[src/inc/alu_flags_pkg.sv]
// Shared constants, operation codes and flag layout of the ALU flag block.
`default_nettype none
package alu_flags_pkg;

    localparam int DATA_W = 8;
    localparam int FLAG_W = 5;
    localparam int OP_W = 4;

    // Bit positions of the flags inside the status register.
    localparam int CARRY_BIT = 0;
    localparam int NIBBLE_BIT = 1;
    localparam int ZERO_BIT = 2;
    localparam int OVF_BIT = 3;
    localparam int NEG_BIT = 4;
    localparam int SIGN_BIT = 7;
    localparam int NIBBLE_MSB = 3;

    // Flag masks, one bit per flag.
    localparam logic [4:0] MASK_NONE = 5'h00;
    localparam logic [4:0] MASK_ALL = 5'h1f;
    localparam logic [4:0] MASK_ZN = 5'h14;
    localparam logic [4:0] MASK_Z = 5'h04;
    localparam logic [4:0] FLAGS_RESET = 5'h00;

    // Register byte offsets on the AXI4-Lite bus.
    localparam logic [4:0] STATUS_OFS = 5'h00;
    localparam logic [4:0] FILE_OFS = 5'h04;
    localparam logic [4:0] WREG_OFS = 5'h08;
    localparam logic [4:0] CMD_OFS = 5'h0c;
    localparam logic [4:0] RESULT_OFS = 5'h10;
    localparam int ADDR_W = 5;

    // Command register fields.
    localparam int CMD_DEST_BIT = 7;
    localparam int CMD_PEND_BIT = 8;

    localparam logic [1:0] RESP_OKAY = 2'h0;
    localparam logic [1:0] RESP_DECERR = 2'h3;

    typedef enum logic [3:0] {
        OP_ADD_W_TO_FILE,
        OP_ADD_LITERAL_TO_W,
        OP_SUBTRACT_W_FROM_LITERAL,
        OP_SUBTRACT_W_FROM_FILE,
        OP_AND,
        OP_IOR,
        OP_XOR,
        OP_CLEAR,
        OP_MOVE,
        OP_SWAP
    } op_e;

    // Flags that an operation writes; others keep their value, but an op with no flags that targets the status loads all five from the result.
    function automatic logic [4:0] op_flag_mask(input logic [3:0] op);
        case (op)
            OP_ADD_W_TO_FILE, OP_ADD_LITERAL_TO_W,
            OP_SUBTRACT_W_FROM_LITERAL, OP_SUBTRACT_W_FROM_FILE: begin
                op_flag_mask = MASK_ALL;
            end
            OP_AND, OP_IOR, OP_XOR: op_flag_mask = MASK_ZN;
            OP_CLEAR: op_flag_mask = MASK_Z;
            default: op_flag_mask = MASK_NONE;
        endcase
    endfunction

    // True for the two subtracting operations.
    function automatic logic op_is_sub(input logic [3:0] op);
        op_is_sub = (op == OP_SUBTRACT_W_FROM_LITERAL) ||
                    (op == OP_SUBTRACT_W_FROM_FILE);
    endfunction

endpackage
`default_nettype wire

[src/rtl/alu_condition_flags.sv]
// Condition-flag register of an 8-bit ALU with an AXI4-Lite slave port.
`default_nettype none
module alu_condition_flags (
    input wire logic clk_in,
    input wire logic rst_in,
    // Execution port from the core.
    input wire logic exec_valid_in,
    input wire logic [3:0] exec_op_in,
    input wire logic [7:0] exec_file_in,
    input wire logic [7:0] exec_w_in,
    input wire logic exec_dest_status_in,
    output logic [7:0] result_out,
    output logic result_valid_out,
    output logic [4:0] flags_out,
    // AXI4-Lite slave.
    input wire logic [4:0] s_axi_awaddr,
    input wire logic s_axi_awvalid,
    output logic s_axi_awready,
    input wire logic [31:0] s_axi_wdata,
    input wire logic [3:0] s_axi_wstrb,
    input wire logic s_axi_wvalid,
    output logic s_axi_wready,
    output logic [1:0] s_axi_bresp,
    output logic s_axi_bvalid,
    input wire logic s_axi_bready,
    input wire logic [4:0] s_axi_araddr,
    input wire logic s_axi_arvalid,
    output logic s_axi_arready,
    output logic [31:0] s_axi_rdata,
    output logic [1:0] s_axi_rresp,
    output logic s_axi_rvalid,
    input wire logic s_axi_rready
);
    // Flag and data state.
    logic [4:0] flags_ff;
    logic [4:0] nxt_flags;
    logic [7:0] result_ff;
    logic result_valid_ff;
    logic [7:0] file_reg_ff;
    logic [7:0] w_reg_ff;
    logic [3:0] cmd_op_ff;
    logic cmd_dest_ff;
    logic cmd_pend_ff;

    // Bus channel state.
    logic aw_full_ff;
    logic w_full_ff;
    logic [4:0] aw_addr_ff;
    logic [31:0] w_data_ff;
    logic [3:0] w_strb_ff;
    logic awready_ff;
    logic wready_ff;
    logic bvalid_ff;
    logic [1:0] bresp_ff;
    logic arready_ff;
    logic rvalid_ff;
    logic [31:0] rdata_ff;
    logic [1:0] rresp_ff;

    // Shared execution path.
    logic exec_go;
    logic sw_take;
    logic [3:0] sel_op;
    logic [7:0] sel_file;
    logic [7:0] sel_w;
    logic sel_dest;
    logic [7:0] alu_result;
    logic [4:0] alu_flags;

    // Write decode.
    logic wr_go;
    logic lane0;
    logic wr_status;
    logic wr_file;
    logic wr_wreg;
    logic wr_cmd;
    logic wr_hit;

    // True when the byte offset names a register of this block.
    function automatic logic ofs_mapped(input logic [4:0] ofs);
        ofs_mapped = (ofs == alu_flags_pkg::STATUS_OFS) ||
                     (ofs == alu_flags_pkg::FILE_OFS) ||
                     (ofs == alu_flags_pkg::WREG_OFS) ||
                     (ofs == alu_flags_pkg::CMD_OFS) ||
                     (ofs == alu_flags_pkg::RESULT_OFS);
    endfunction

    // Core execution wins the ALU; a software command waits for a free
    // cycle, so software issue is best effort under a busy core.
    assign sw_take = cmd_pend_ff && !exec_valid_in;
    assign exec_go = exec_valid_in || sw_take;
    assign sel_op = exec_valid_in ? exec_op_in : cmd_op_ff;
    assign sel_file = exec_valid_in ? exec_file_in : file_reg_ff;
    assign sel_w = exec_valid_in ? exec_w_in : w_reg_ff;
    assign sel_dest = exec_valid_in ? exec_dest_status_in : cmd_dest_ff;

    alu_flag_unit u_alu (
        .op_in(sel_op),
        .file_in(sel_file),
        .w_in(sel_w),
        .result_out(alu_result),
        .flags_out(alu_flags)
    );

    // Write decode happens once both address and data are held.
    assign wr_go = aw_full_ff && w_full_ff && !bvalid_ff;
    assign lane0 = w_strb_ff[0];
    assign wr_hit = ofs_mapped(aw_addr_ff);
    assign wr_status = wr_go && lane0 &&
                       (aw_addr_ff == alu_flags_pkg::STATUS_OFS);
    assign wr_file = wr_go && lane0 &&
                     (aw_addr_ff == alu_flags_pkg::FILE_OFS);
    assign wr_wreg = wr_go && lane0 &&
                     (aw_addr_ff == alu_flags_pkg::WREG_OFS);
    assign wr_cmd = wr_go && lane0 &&
                    (aw_addr_ff == alu_flags_pkg::CMD_OFS);

    status_write_merge u_merge (
        .cur_flags_in(flags_ff),
        .sw_we_in(wr_status),
        .sw_flags_in(w_data_ff[4:0]),
        .exec_in(exec_go),
        .op_in(sel_op),
        .dest_status_in(sel_dest),
        .result_in(alu_result),
        .alu_flags_in(alu_flags),
        .nxt_flags_out(nxt_flags)
    );

    // Flag register; unknown at power-on in the part, cleared here so
    // that simulation starts from a defined value.
    always_ff @(posedge clk_in or posedge rst_in) begin
        if (rst_in) begin
            flags_ff <= alu_flags_pkg::FLAGS_RESET;
        end else begin
            flags_ff <= nxt_flags;
        end
    end

    // Last result and its one-cycle valid strobe.
    always_ff @(posedge clk_in or posedge rst_in) begin
        if (rst_in) begin
            result_ff <= 8'h00;
            result_valid_ff <= 1'b0;
        end else begin
            result_valid_ff <= exec_go;
            if (exec_go) begin
                result_ff <= alu_result;
            end
        end
    end

    // Software operand registers.
    always_ff @(posedge clk_in or posedge rst_in) begin
        if (rst_in) begin
            file_reg_ff <= 8'h00;
            w_reg_ff <= 8'h00;
        end else begin
            if (wr_file) begin
                file_reg_ff <= w_data_ff[7:0];
            end
            if (wr_wreg) begin
                w_reg_ff <= w_data_ff[7:0];
            end
        end
    end

    // Command register; a new write sets pending and wins over the
    // clear of a command taken in the same cycle.
    always_ff @(posedge clk_in or posedge rst_in) begin
        if (rst_in) begin
            cmd_op_ff <= 4'h0;
            cmd_dest_ff <= 1'b0;
            cmd_pend_ff <= 1'b0;
        end else begin
            if (wr_cmd) begin
                cmd_op_ff <= w_data_ff[3:0];
                cmd_dest_ff <= w_data_ff[alu_flags_pkg::CMD_DEST_BIT];
                cmd_pend_ff <= 1'b1;
            end else if (sw_take) begin
                cmd_pend_ff <= 1'b0;
            end
        end
    end

    // Write address channel: one write in flight at a time.
    always_ff @(posedge clk_in or posedge rst_in) begin
        if (rst_in) begin
            aw_full_ff <= 1'b0;
            aw_addr_ff <= 5'h00;
            awready_ff <= 1'b1;
        end else begin
            if (s_axi_awvalid && awready_ff) begin
                aw_full_ff <= 1'b1;
                aw_addr_ff <= s_axi_awaddr;
                awready_ff <= 1'b0;
            end else if (wr_go) begin
                aw_full_ff <= 1'b0;
            end else if (bvalid_ff && s_axi_bready) begin
                awready_ff <= 1'b1;
            end
        end
    end

    // Write data channel, independent of the address order.
    always_ff @(posedge clk_in or posedge rst_in) begin
        if (rst_in) begin
            w_full_ff <= 1'b0;
            w_data_ff <= 32'h0000_0000;
            w_strb_ff <= 4'h0;
            wready_ff <= 1'b1;
        end else begin
            if (s_axi_wvalid && wready_ff) begin
                w_full_ff <= 1'b1;
                w_data_ff <= s_axi_wdata;
                w_strb_ff <= s_axi_wstrb;
                wready_ff <= 1'b0;
            end else if (wr_go) begin
                w_full_ff <= 1'b0;
            end else if (bvalid_ff && s_axi_bready) begin
                wready_ff <= 1'b1;
            end
        end
    end

    // Write response; unmapped offsets answer with a decode error.
    always_ff @(posedge clk_in or posedge rst_in) begin
        if (rst_in) begin
            bvalid_ff <= 1'b0;
            bresp_ff <= alu_flags_pkg::RESP_OKAY;
        end else begin
            if (wr_go) begin
                bvalid_ff <= 1'b1;
                bresp_ff <= wr_hit ? alu_flags_pkg::RESP_OKAY :
                                     alu_flags_pkg::RESP_DECERR;
            end else if (bvalid_ff && s_axi_bready) begin
                bvalid_ff <= 1'b0;
            end
        end
    end

    // Read channel: data is sampled at the address handshake and shown
    // in the next cycle; unused upper bits read as zero.
    always_ff @(posedge clk_in or posedge rst_in) begin
        if (rst_in) begin
            arready_ff <= 1'b1;
            rvalid_ff <= 1'b0;
            rdata_ff <= 32'h0000_0000;
            rresp_ff <= alu_flags_pkg::RESP_OKAY;
        end else begin
            if (s_axi_arvalid && arready_ff) begin
                arready_ff <= 1'b0;
                rvalid_ff <= 1'b1;
                rresp_ff <= ofs_mapped(s_axi_araddr) ?
                            alu_flags_pkg::RESP_OKAY :
                            alu_flags_pkg::RESP_DECERR;
                case (s_axi_araddr)
                    alu_flags_pkg::STATUS_OFS: begin
                        rdata_ff <= {27'h0000000, flags_ff};
                    end
                    alu_flags_pkg::FILE_OFS: begin
                        rdata_ff <= {24'h000000, file_reg_ff};
                    end
                    alu_flags_pkg::WREG_OFS: begin
                        rdata_ff <= {24'h000000, w_reg_ff};
                    end
                    alu_flags_pkg::CMD_OFS: begin
                        rdata_ff <= {23'h000000, cmd_pend_ff, cmd_dest_ff,
                                     3'h0, cmd_op_ff};
                    end
                    alu_flags_pkg::RESULT_OFS: begin
                        rdata_ff <= {24'h000000, result_ff};
                    end
                    default: rdata_ff <= 32'h0000_0000;
                endcase
            end else if (rvalid_ff && s_axi_rready) begin
                rvalid_ff <= 1'b0;
                arready_ff <= 1'b1;
            end
        end
    end

    // Every output is a flip-flop.
    assign result_out = result_ff;
    assign result_valid_out = result_valid_ff;
    assign flags_out = flags_ff;
    assign s_axi_awready = awready_ff;
    assign s_axi_wready = wready_ff;
    assign s_axi_bresp = bresp_ff;
    assign s_axi_bvalid = bvalid_ff;
    assign s_axi_arready = arready_ff;
    assign s_axi_rdata = rdata_ff;
    assign s_axi_rresp = rresp_ff;
    assign s_axi_rvalid = rvalid_ff;
endmodule
`default_nettype wire

[src/rtl/alu_flag_unit.sv]
// Combinational ALU that produces a result and its five condition flags.
`default_nettype none
module alu_flag_unit (
    input wire logic [3:0] op_in,
    input wire logic [7:0] file_in,
    input wire logic [7:0] w_in,
    output logic [7:0] result_out,
    output logic [4:0] flags_out
);
    logic sub;
    logic [7:0] addend;
    logic [8:0] sum;
    logic [4:0] low_sum;

    // Subtraction adds the inverted operand plus one.
    assign sub = alu_flags_pkg::op_is_sub(op_in);
    assign addend = sub ? ~w_in : w_in;
    assign sum = {1'b0, file_in} + {1'b0, addend} + {8'h00, sub};
    assign low_sum = {1'b0, file_in[3:0]} + {1'b0, addend[3:0]} +
                     {4'h0, sub};

    // Result selection per operation.
    always_comb begin
        case (op_in)
            alu_flags_pkg::OP_AND: result_out = file_in & w_in;
            alu_flags_pkg::OP_IOR: result_out = file_in | w_in;
            alu_flags_pkg::OP_XOR: result_out = file_in ^ w_in;
            alu_flags_pkg::OP_CLEAR: result_out = 8'h00;
            alu_flags_pkg::OP_MOVE: result_out = file_in;
            alu_flags_pkg::OP_SWAP: result_out = {file_in[3:0], file_in[7:4]};
            default: result_out = sum[7:0];
        endcase
    end

    // Flags; carries double as inverted borrows when subtracting.
    always_comb begin
        flags_out[alu_flags_pkg::CARRY_BIT] = sum[8];
        flags_out[alu_flags_pkg::NIBBLE_BIT] =
            low_sum[alu_flags_pkg::NIBBLE_MSB + 1];
        flags_out[alu_flags_pkg::ZERO_BIT] = (result_out == 8'h00);
        flags_out[alu_flags_pkg::OVF_BIT] =
            (file_in[alu_flags_pkg::SIGN_BIT] ==
             addend[alu_flags_pkg::SIGN_BIT]) &&
            (sum[alu_flags_pkg::SIGN_BIT] !=
             file_in[alu_flags_pkg::SIGN_BIT]);
        flags_out[alu_flags_pkg::NEG_BIT] =
            result_out[alu_flags_pkg::SIGN_BIT];
    end
endmodule
`default_nettype wire

[src/rtl/status_write_merge.sv]
// Next value of the flags from software writes and executed operations.
`default_nettype none
module status_write_merge (
    input wire logic [4:0] cur_flags_in,
    input wire logic sw_we_in,
    input wire logic [4:0] sw_flags_in,
    input wire logic exec_in,
    input wire logic [3:0] op_in,
    input wire logic dest_status_in,
    input wire logic [7:0] result_in,
    input wire logic [4:0] alu_flags_in,
    output logic [4:0] nxt_flags_out
);
    logic [4:0] base;
    logic [4:0] mask;

    // A software write lands first so that a flag event in the same
    // cycle overrides it and is never lost.
    always_comb begin
        base = sw_we_in ? sw_flags_in : cur_flags_in;
        mask = alu_flags_pkg::op_flag_mask(op_in);
        nxt_flags_out = base;
        if (exec_in) begin
            if (dest_status_in && (mask == alu_flags_pkg::MASK_NONE)) begin
                nxt_flags_out = result_in[4:0];
            end else begin
                // Result write to the flags is dropped here.
                nxt_flags_out = (alu_flags_in & mask) | (base & ~mask);
            end
        end
    end
endmodule
`default_nettype wire

[config.mk]
export PLATFORM = sky130hd
export DESIGN_NAME = alu_condition_flags
export DESIGN_NICKNAME = d
export VERILOG_FILES = /design/src/inc/alu_flags_pkg.sv /design/src/rtl/alu_condition_flags.sv /design/src/rtl/alu_flag_unit.sv /design/src/rtl/status_write_merge.sv
export SDC_FILE = /design/constraint.sdc
export NUM_CORES = 1
export LEC_CHECK = 0
export ABC_AREA = 1
export BUFFER_PORTS_ARGS = -buffer_cell sky130_fd_sc_hd__buf_4
export CORE_ASPECT_RATIO = 1.2
export CORE_MARGIN = 2
export CORE_UTILIZATION = 54
export CTS_CLUSTER_SIZE = 8
export DETAILED_ROUTE_END_ITERATION = 16
export GPL_TIMING_DRIVEN = 0
export PLACE_DENSITY = 0.82
export REMOVE_ABC_BUFFERS = 1
export SKIP_CTS_REPAIR_TIMING = 1
export SLEW_MARGIN = 20
export SYNTH_ARGS = -nofsm -noshare
export SYNTH_HDL_FRONTEND = slang
export SYNTH_HIERARCHICAL = 1
export SYNTH_SLANG_ARGS = --single-unit
[constraint.sdc]
create_clock -name clk_in -period 4 [get_ports clk_in]
set_input_delay 0.4 -clock clk_in [delete_from_list [all_inputs] [get_ports clk_in]]
set_output_delay 0.4 -clock clk_in [all_outputs]
set_load 0.1 [all_outputs]
==> out/qor.yml <==
placed_design:
  place_inst: 849
  gp_congestion: 0.9239
  dp_hpwl_um: 9757
  port_buffers: 79
cts:
  clk_pin_slew_ps: 80
  cts_htree_levels: 3
  clk_path_buf_depth: 2
  clock-sinks: 68
  cts_buffers: 9
  cts_root_buffer: "clkbuf_8"
  insertion_delay_ps: 360
  cts_tree: "done"
power_and_ir_drop:
  intPower_mw: 1.696
  power_frac_seq_pct: 31.0
  p_sw_share_pct: 54.13
  clkPwrFrac_pct: 16.2
  p_total_mw: 3.698
  p_per_area_nw_per_um2: 659.9
  pwr-share-comb_pct: 52.8
  p_leak_nw: 2.999
  ir_worst_vdd_mv: 0.5697
  p_sw_mw: 2.002
floorplanning:
  core_area_um2: 8611
  row_count: 37
  die_h_um: 107.4
  ioPinCount: 130
  fp.dieArea_um2: 9688
  chipWidth_um: 90.19
  initial_core_util_pct: 55.90
global_routing:
  grt.overflow.total: 0
  antenna_found_initial: 0
  grt_pass1_wl_um: 20710
  grt_pass1_vias: 4428
  grt_usage_pct: 26.91
  grt_max_degree: 57
synth:
  synth_adder_area_share_pct: 6.395
  ys.warnings.count: 6
  yosys-mux-area-fraction_pct: 2.807
  synth.ff_latch_count: 68
  synth_top_family_by_area: "simple AND/OR/NAND/NOR gates"
  synth_compound_area_share_pct: 8.916
  yosys.area_share.simple_pct: 31.14
  synthDistinctLibCells: 40
  yosysSeqAreaShare_pct: 35.43
  syn_area_um2: 4813
  avgSynthCellArea_um2: 7.163
  synth_xor_area_share_pct: 1.456
  syn_inst: 672
layout:
  fill_cells: 762
  diodes: 0
  fin_cells: 866
  synthToLayoutAreaGrowth_pct: 16.43
  nets: 843
  drive_gt1_share_pct: 20.69
drt:
  drt-pass1-iter-count: 5
  dr.first_iter.drc_count: 513
  vias: 4651
  via_per_inst: 5.371
  ant_nets: 0
  drc: 0
  wl_per_cell_um: 14.82
  wl_um: 12840
worst_setup_path:
  end_kind: "register"
  crit_fanout: 7
  cp-start-kind: "register"
  cp.arrival_ps: 3920
  crit_type: "reg2reg"
  cp.required_ps: 4300
sta:
  rsz0062_at_grt: "false"
  hold_viol: 0
  fin_tns_setup_ps: 0
  maxSlewHeadroom_pct: 32.60
  max_freq_mhz: 276.2
  worstMarginPinSlew_ps: 1000
  period_minus_slack_ps: 3620
  slew_violations: 0
  setup_viol: 0
  clock_skew_ps: 10.03
  timing.final.crit_share_pct: 90.51
run:
  maxCapViolations: 0
run_status:
  status: "finished clean"
hold_path:
  hp-class: "in2reg"
==> critical path, cell delays in order, from the launching register on <==
cell	delay (ps)
dfrtp_1	350
inv_1	70
o21ai_0	780
nor2_1	130
nand2_1	380
xor2_1	190
ha_1	320
nand2_1	140
inv_1	50
a21oi_1	190
nand2_1	90
nand2_1	80
nand2_1	80
a21oi_2	170
nand3_1	100
nor2_1	110
o22ai_1	80
nand2_1	110
o21ai_0	90
inv_1	50
==> power by group through the flow <==
stage / sequential, mW / clock [mW] / combinational, mW
6_report: 1.15 / 0.600 / 1.95
5_1_grt: 1.17 / 0.632 / 2.08
4_1_cts: 1.14 / 0.601 / 1.95
3_5_place_dp: 1.15 / 0 / 1.94
3_3_place_gp: 1.14 / 0 / 1.89
2_1_floorplan: 1.86 / 0 / 0.746
==> flip-flops by register name, summed over array words and instances, names as in the netlist, 4 cells and up <==
register     count
aw_addr_ff       5
cmd_op_ff        4
file_reg_ff      8
flags_out        5
result_out       8
s_axi_rdata      9
w_data_ff        8
w_reg_ff         8
==> metrics by stage <==
step           hold slack, ps  setup slack, ps  utilization [%]  cell area [um^2]
4_1_cts                -52.46            453.6            64.97              5594
3_5_place_dp            333.7            145.0            62.53              5384
3_3_place_gp            467.0            261.3            62.10              5348
2_1_floorplan           461.8             1050                -              4608
5_1_grt                 230.0            118.1            65.08              5604
6_report                221.6            379.6            65.08              5604
==> placed cells by master (no fill, tap or decap), types with 10 or more instances in the layout <==
cell type / Yosys / routed
nand3_1: 39 / 39
nor2_1: 42 / 42
clkbuf_8: 0 / 10
inv_2: 12 / 12
dfrtp_1: 65 / 65
o21ai_0: 51 / 51
inv_1: 86 / 85
mux2_2: 12 / 12
o21ai_1: 11 / 11
nand4_1: 23 / 23
buf_4: 27 / 79
nand2_1: 199 / 199
ha_1: 23 / 23
conb_1: 1 / 23
==> synth_stat cells, drive strengths merged <==
cell type	count	area share, %
nand2	209	17
inv	98	7.6
dfrtp	65	34
o21ai	65	7.0
nor2	52	4.7
nand3	42	4.7
buf	35	5.4
ha	23	6.0
nand4	23	3.0
mux2	12	2.8
xor2	8	1.5
clkbuf	7	0.55
a21oi	6	0.70
o22ai	5	0.65
nor3	4	0.65
dfstp	3	1.6
a31oi	2	0.26
clkinv	2	0.16
nand3b	2	0.31
or2	2	0.26
a21o	1	0.16
and3	1	0.13
conb	1	0.078
fa	1	0.42
nor3b	1	0.39
nor4	1	0.13
o21bai	1	0.16
==> layer usage <==
layer  share of wire (%)  global-route usage [%]
met1                  40                   33.49
met2                  47                   45.33
met3                 8.8                   6.022
met4                 3.6                   11.54
met5                   0                       0
==> path summary, 6_finish.rpt <==
check | startpoint | end | slack [ps] | depth (start not counted)
max in group asynchronous | rst_in | s_axi_arready | 2930 | 4
setup / recovery | cmd_op_ff[3] | flags_out[2] | 380 | 19
hold reg to reg | s_axi_rdata[5] | s_axi_rdata[5] | 480 | 2
hold / removal | s_axi_bready | s_axi_bvalid | 220 | 2
setup reg to reg | cmd_op_ff[3] | flags_out[2] | 380 | 19
min in group asynchronous | rst_in | s_axi_bresp[0] | 510 | 3
==> cells by family (layout without fill, tap and decap cells) <==
family | Yosys count | in the layout
AND/OR/NAND/NOR | 337 | 337
buffers and inverters | 142 | 197
AO/OA/AOI/OAI | 80 | 80
flip-flops | 68 | 68
adder cells (fa/ha/maj) | 24 | 24
multiplexers | 12 | 12
XOR/XNOR | 8 | 8
other | 1 | 23
==> final cells by class <==
class / instances / area, um^2 / share of cell area, %
well taps: 117 / 146.4 / 2.612
inverters: 100 / 377.9 / 6.743
clock buffers: 10 / 137.6 / 2.456
repair buffers: 81 / 630.6 / 11.25
multi-input cells: 484 / 2534 / 45.21
clock inverters: 6 / 72.57 / 1.295
flip-flops and latches: 68 / 1705 / 30.43
Note: power is estimated with default switching activity, not from simulation.
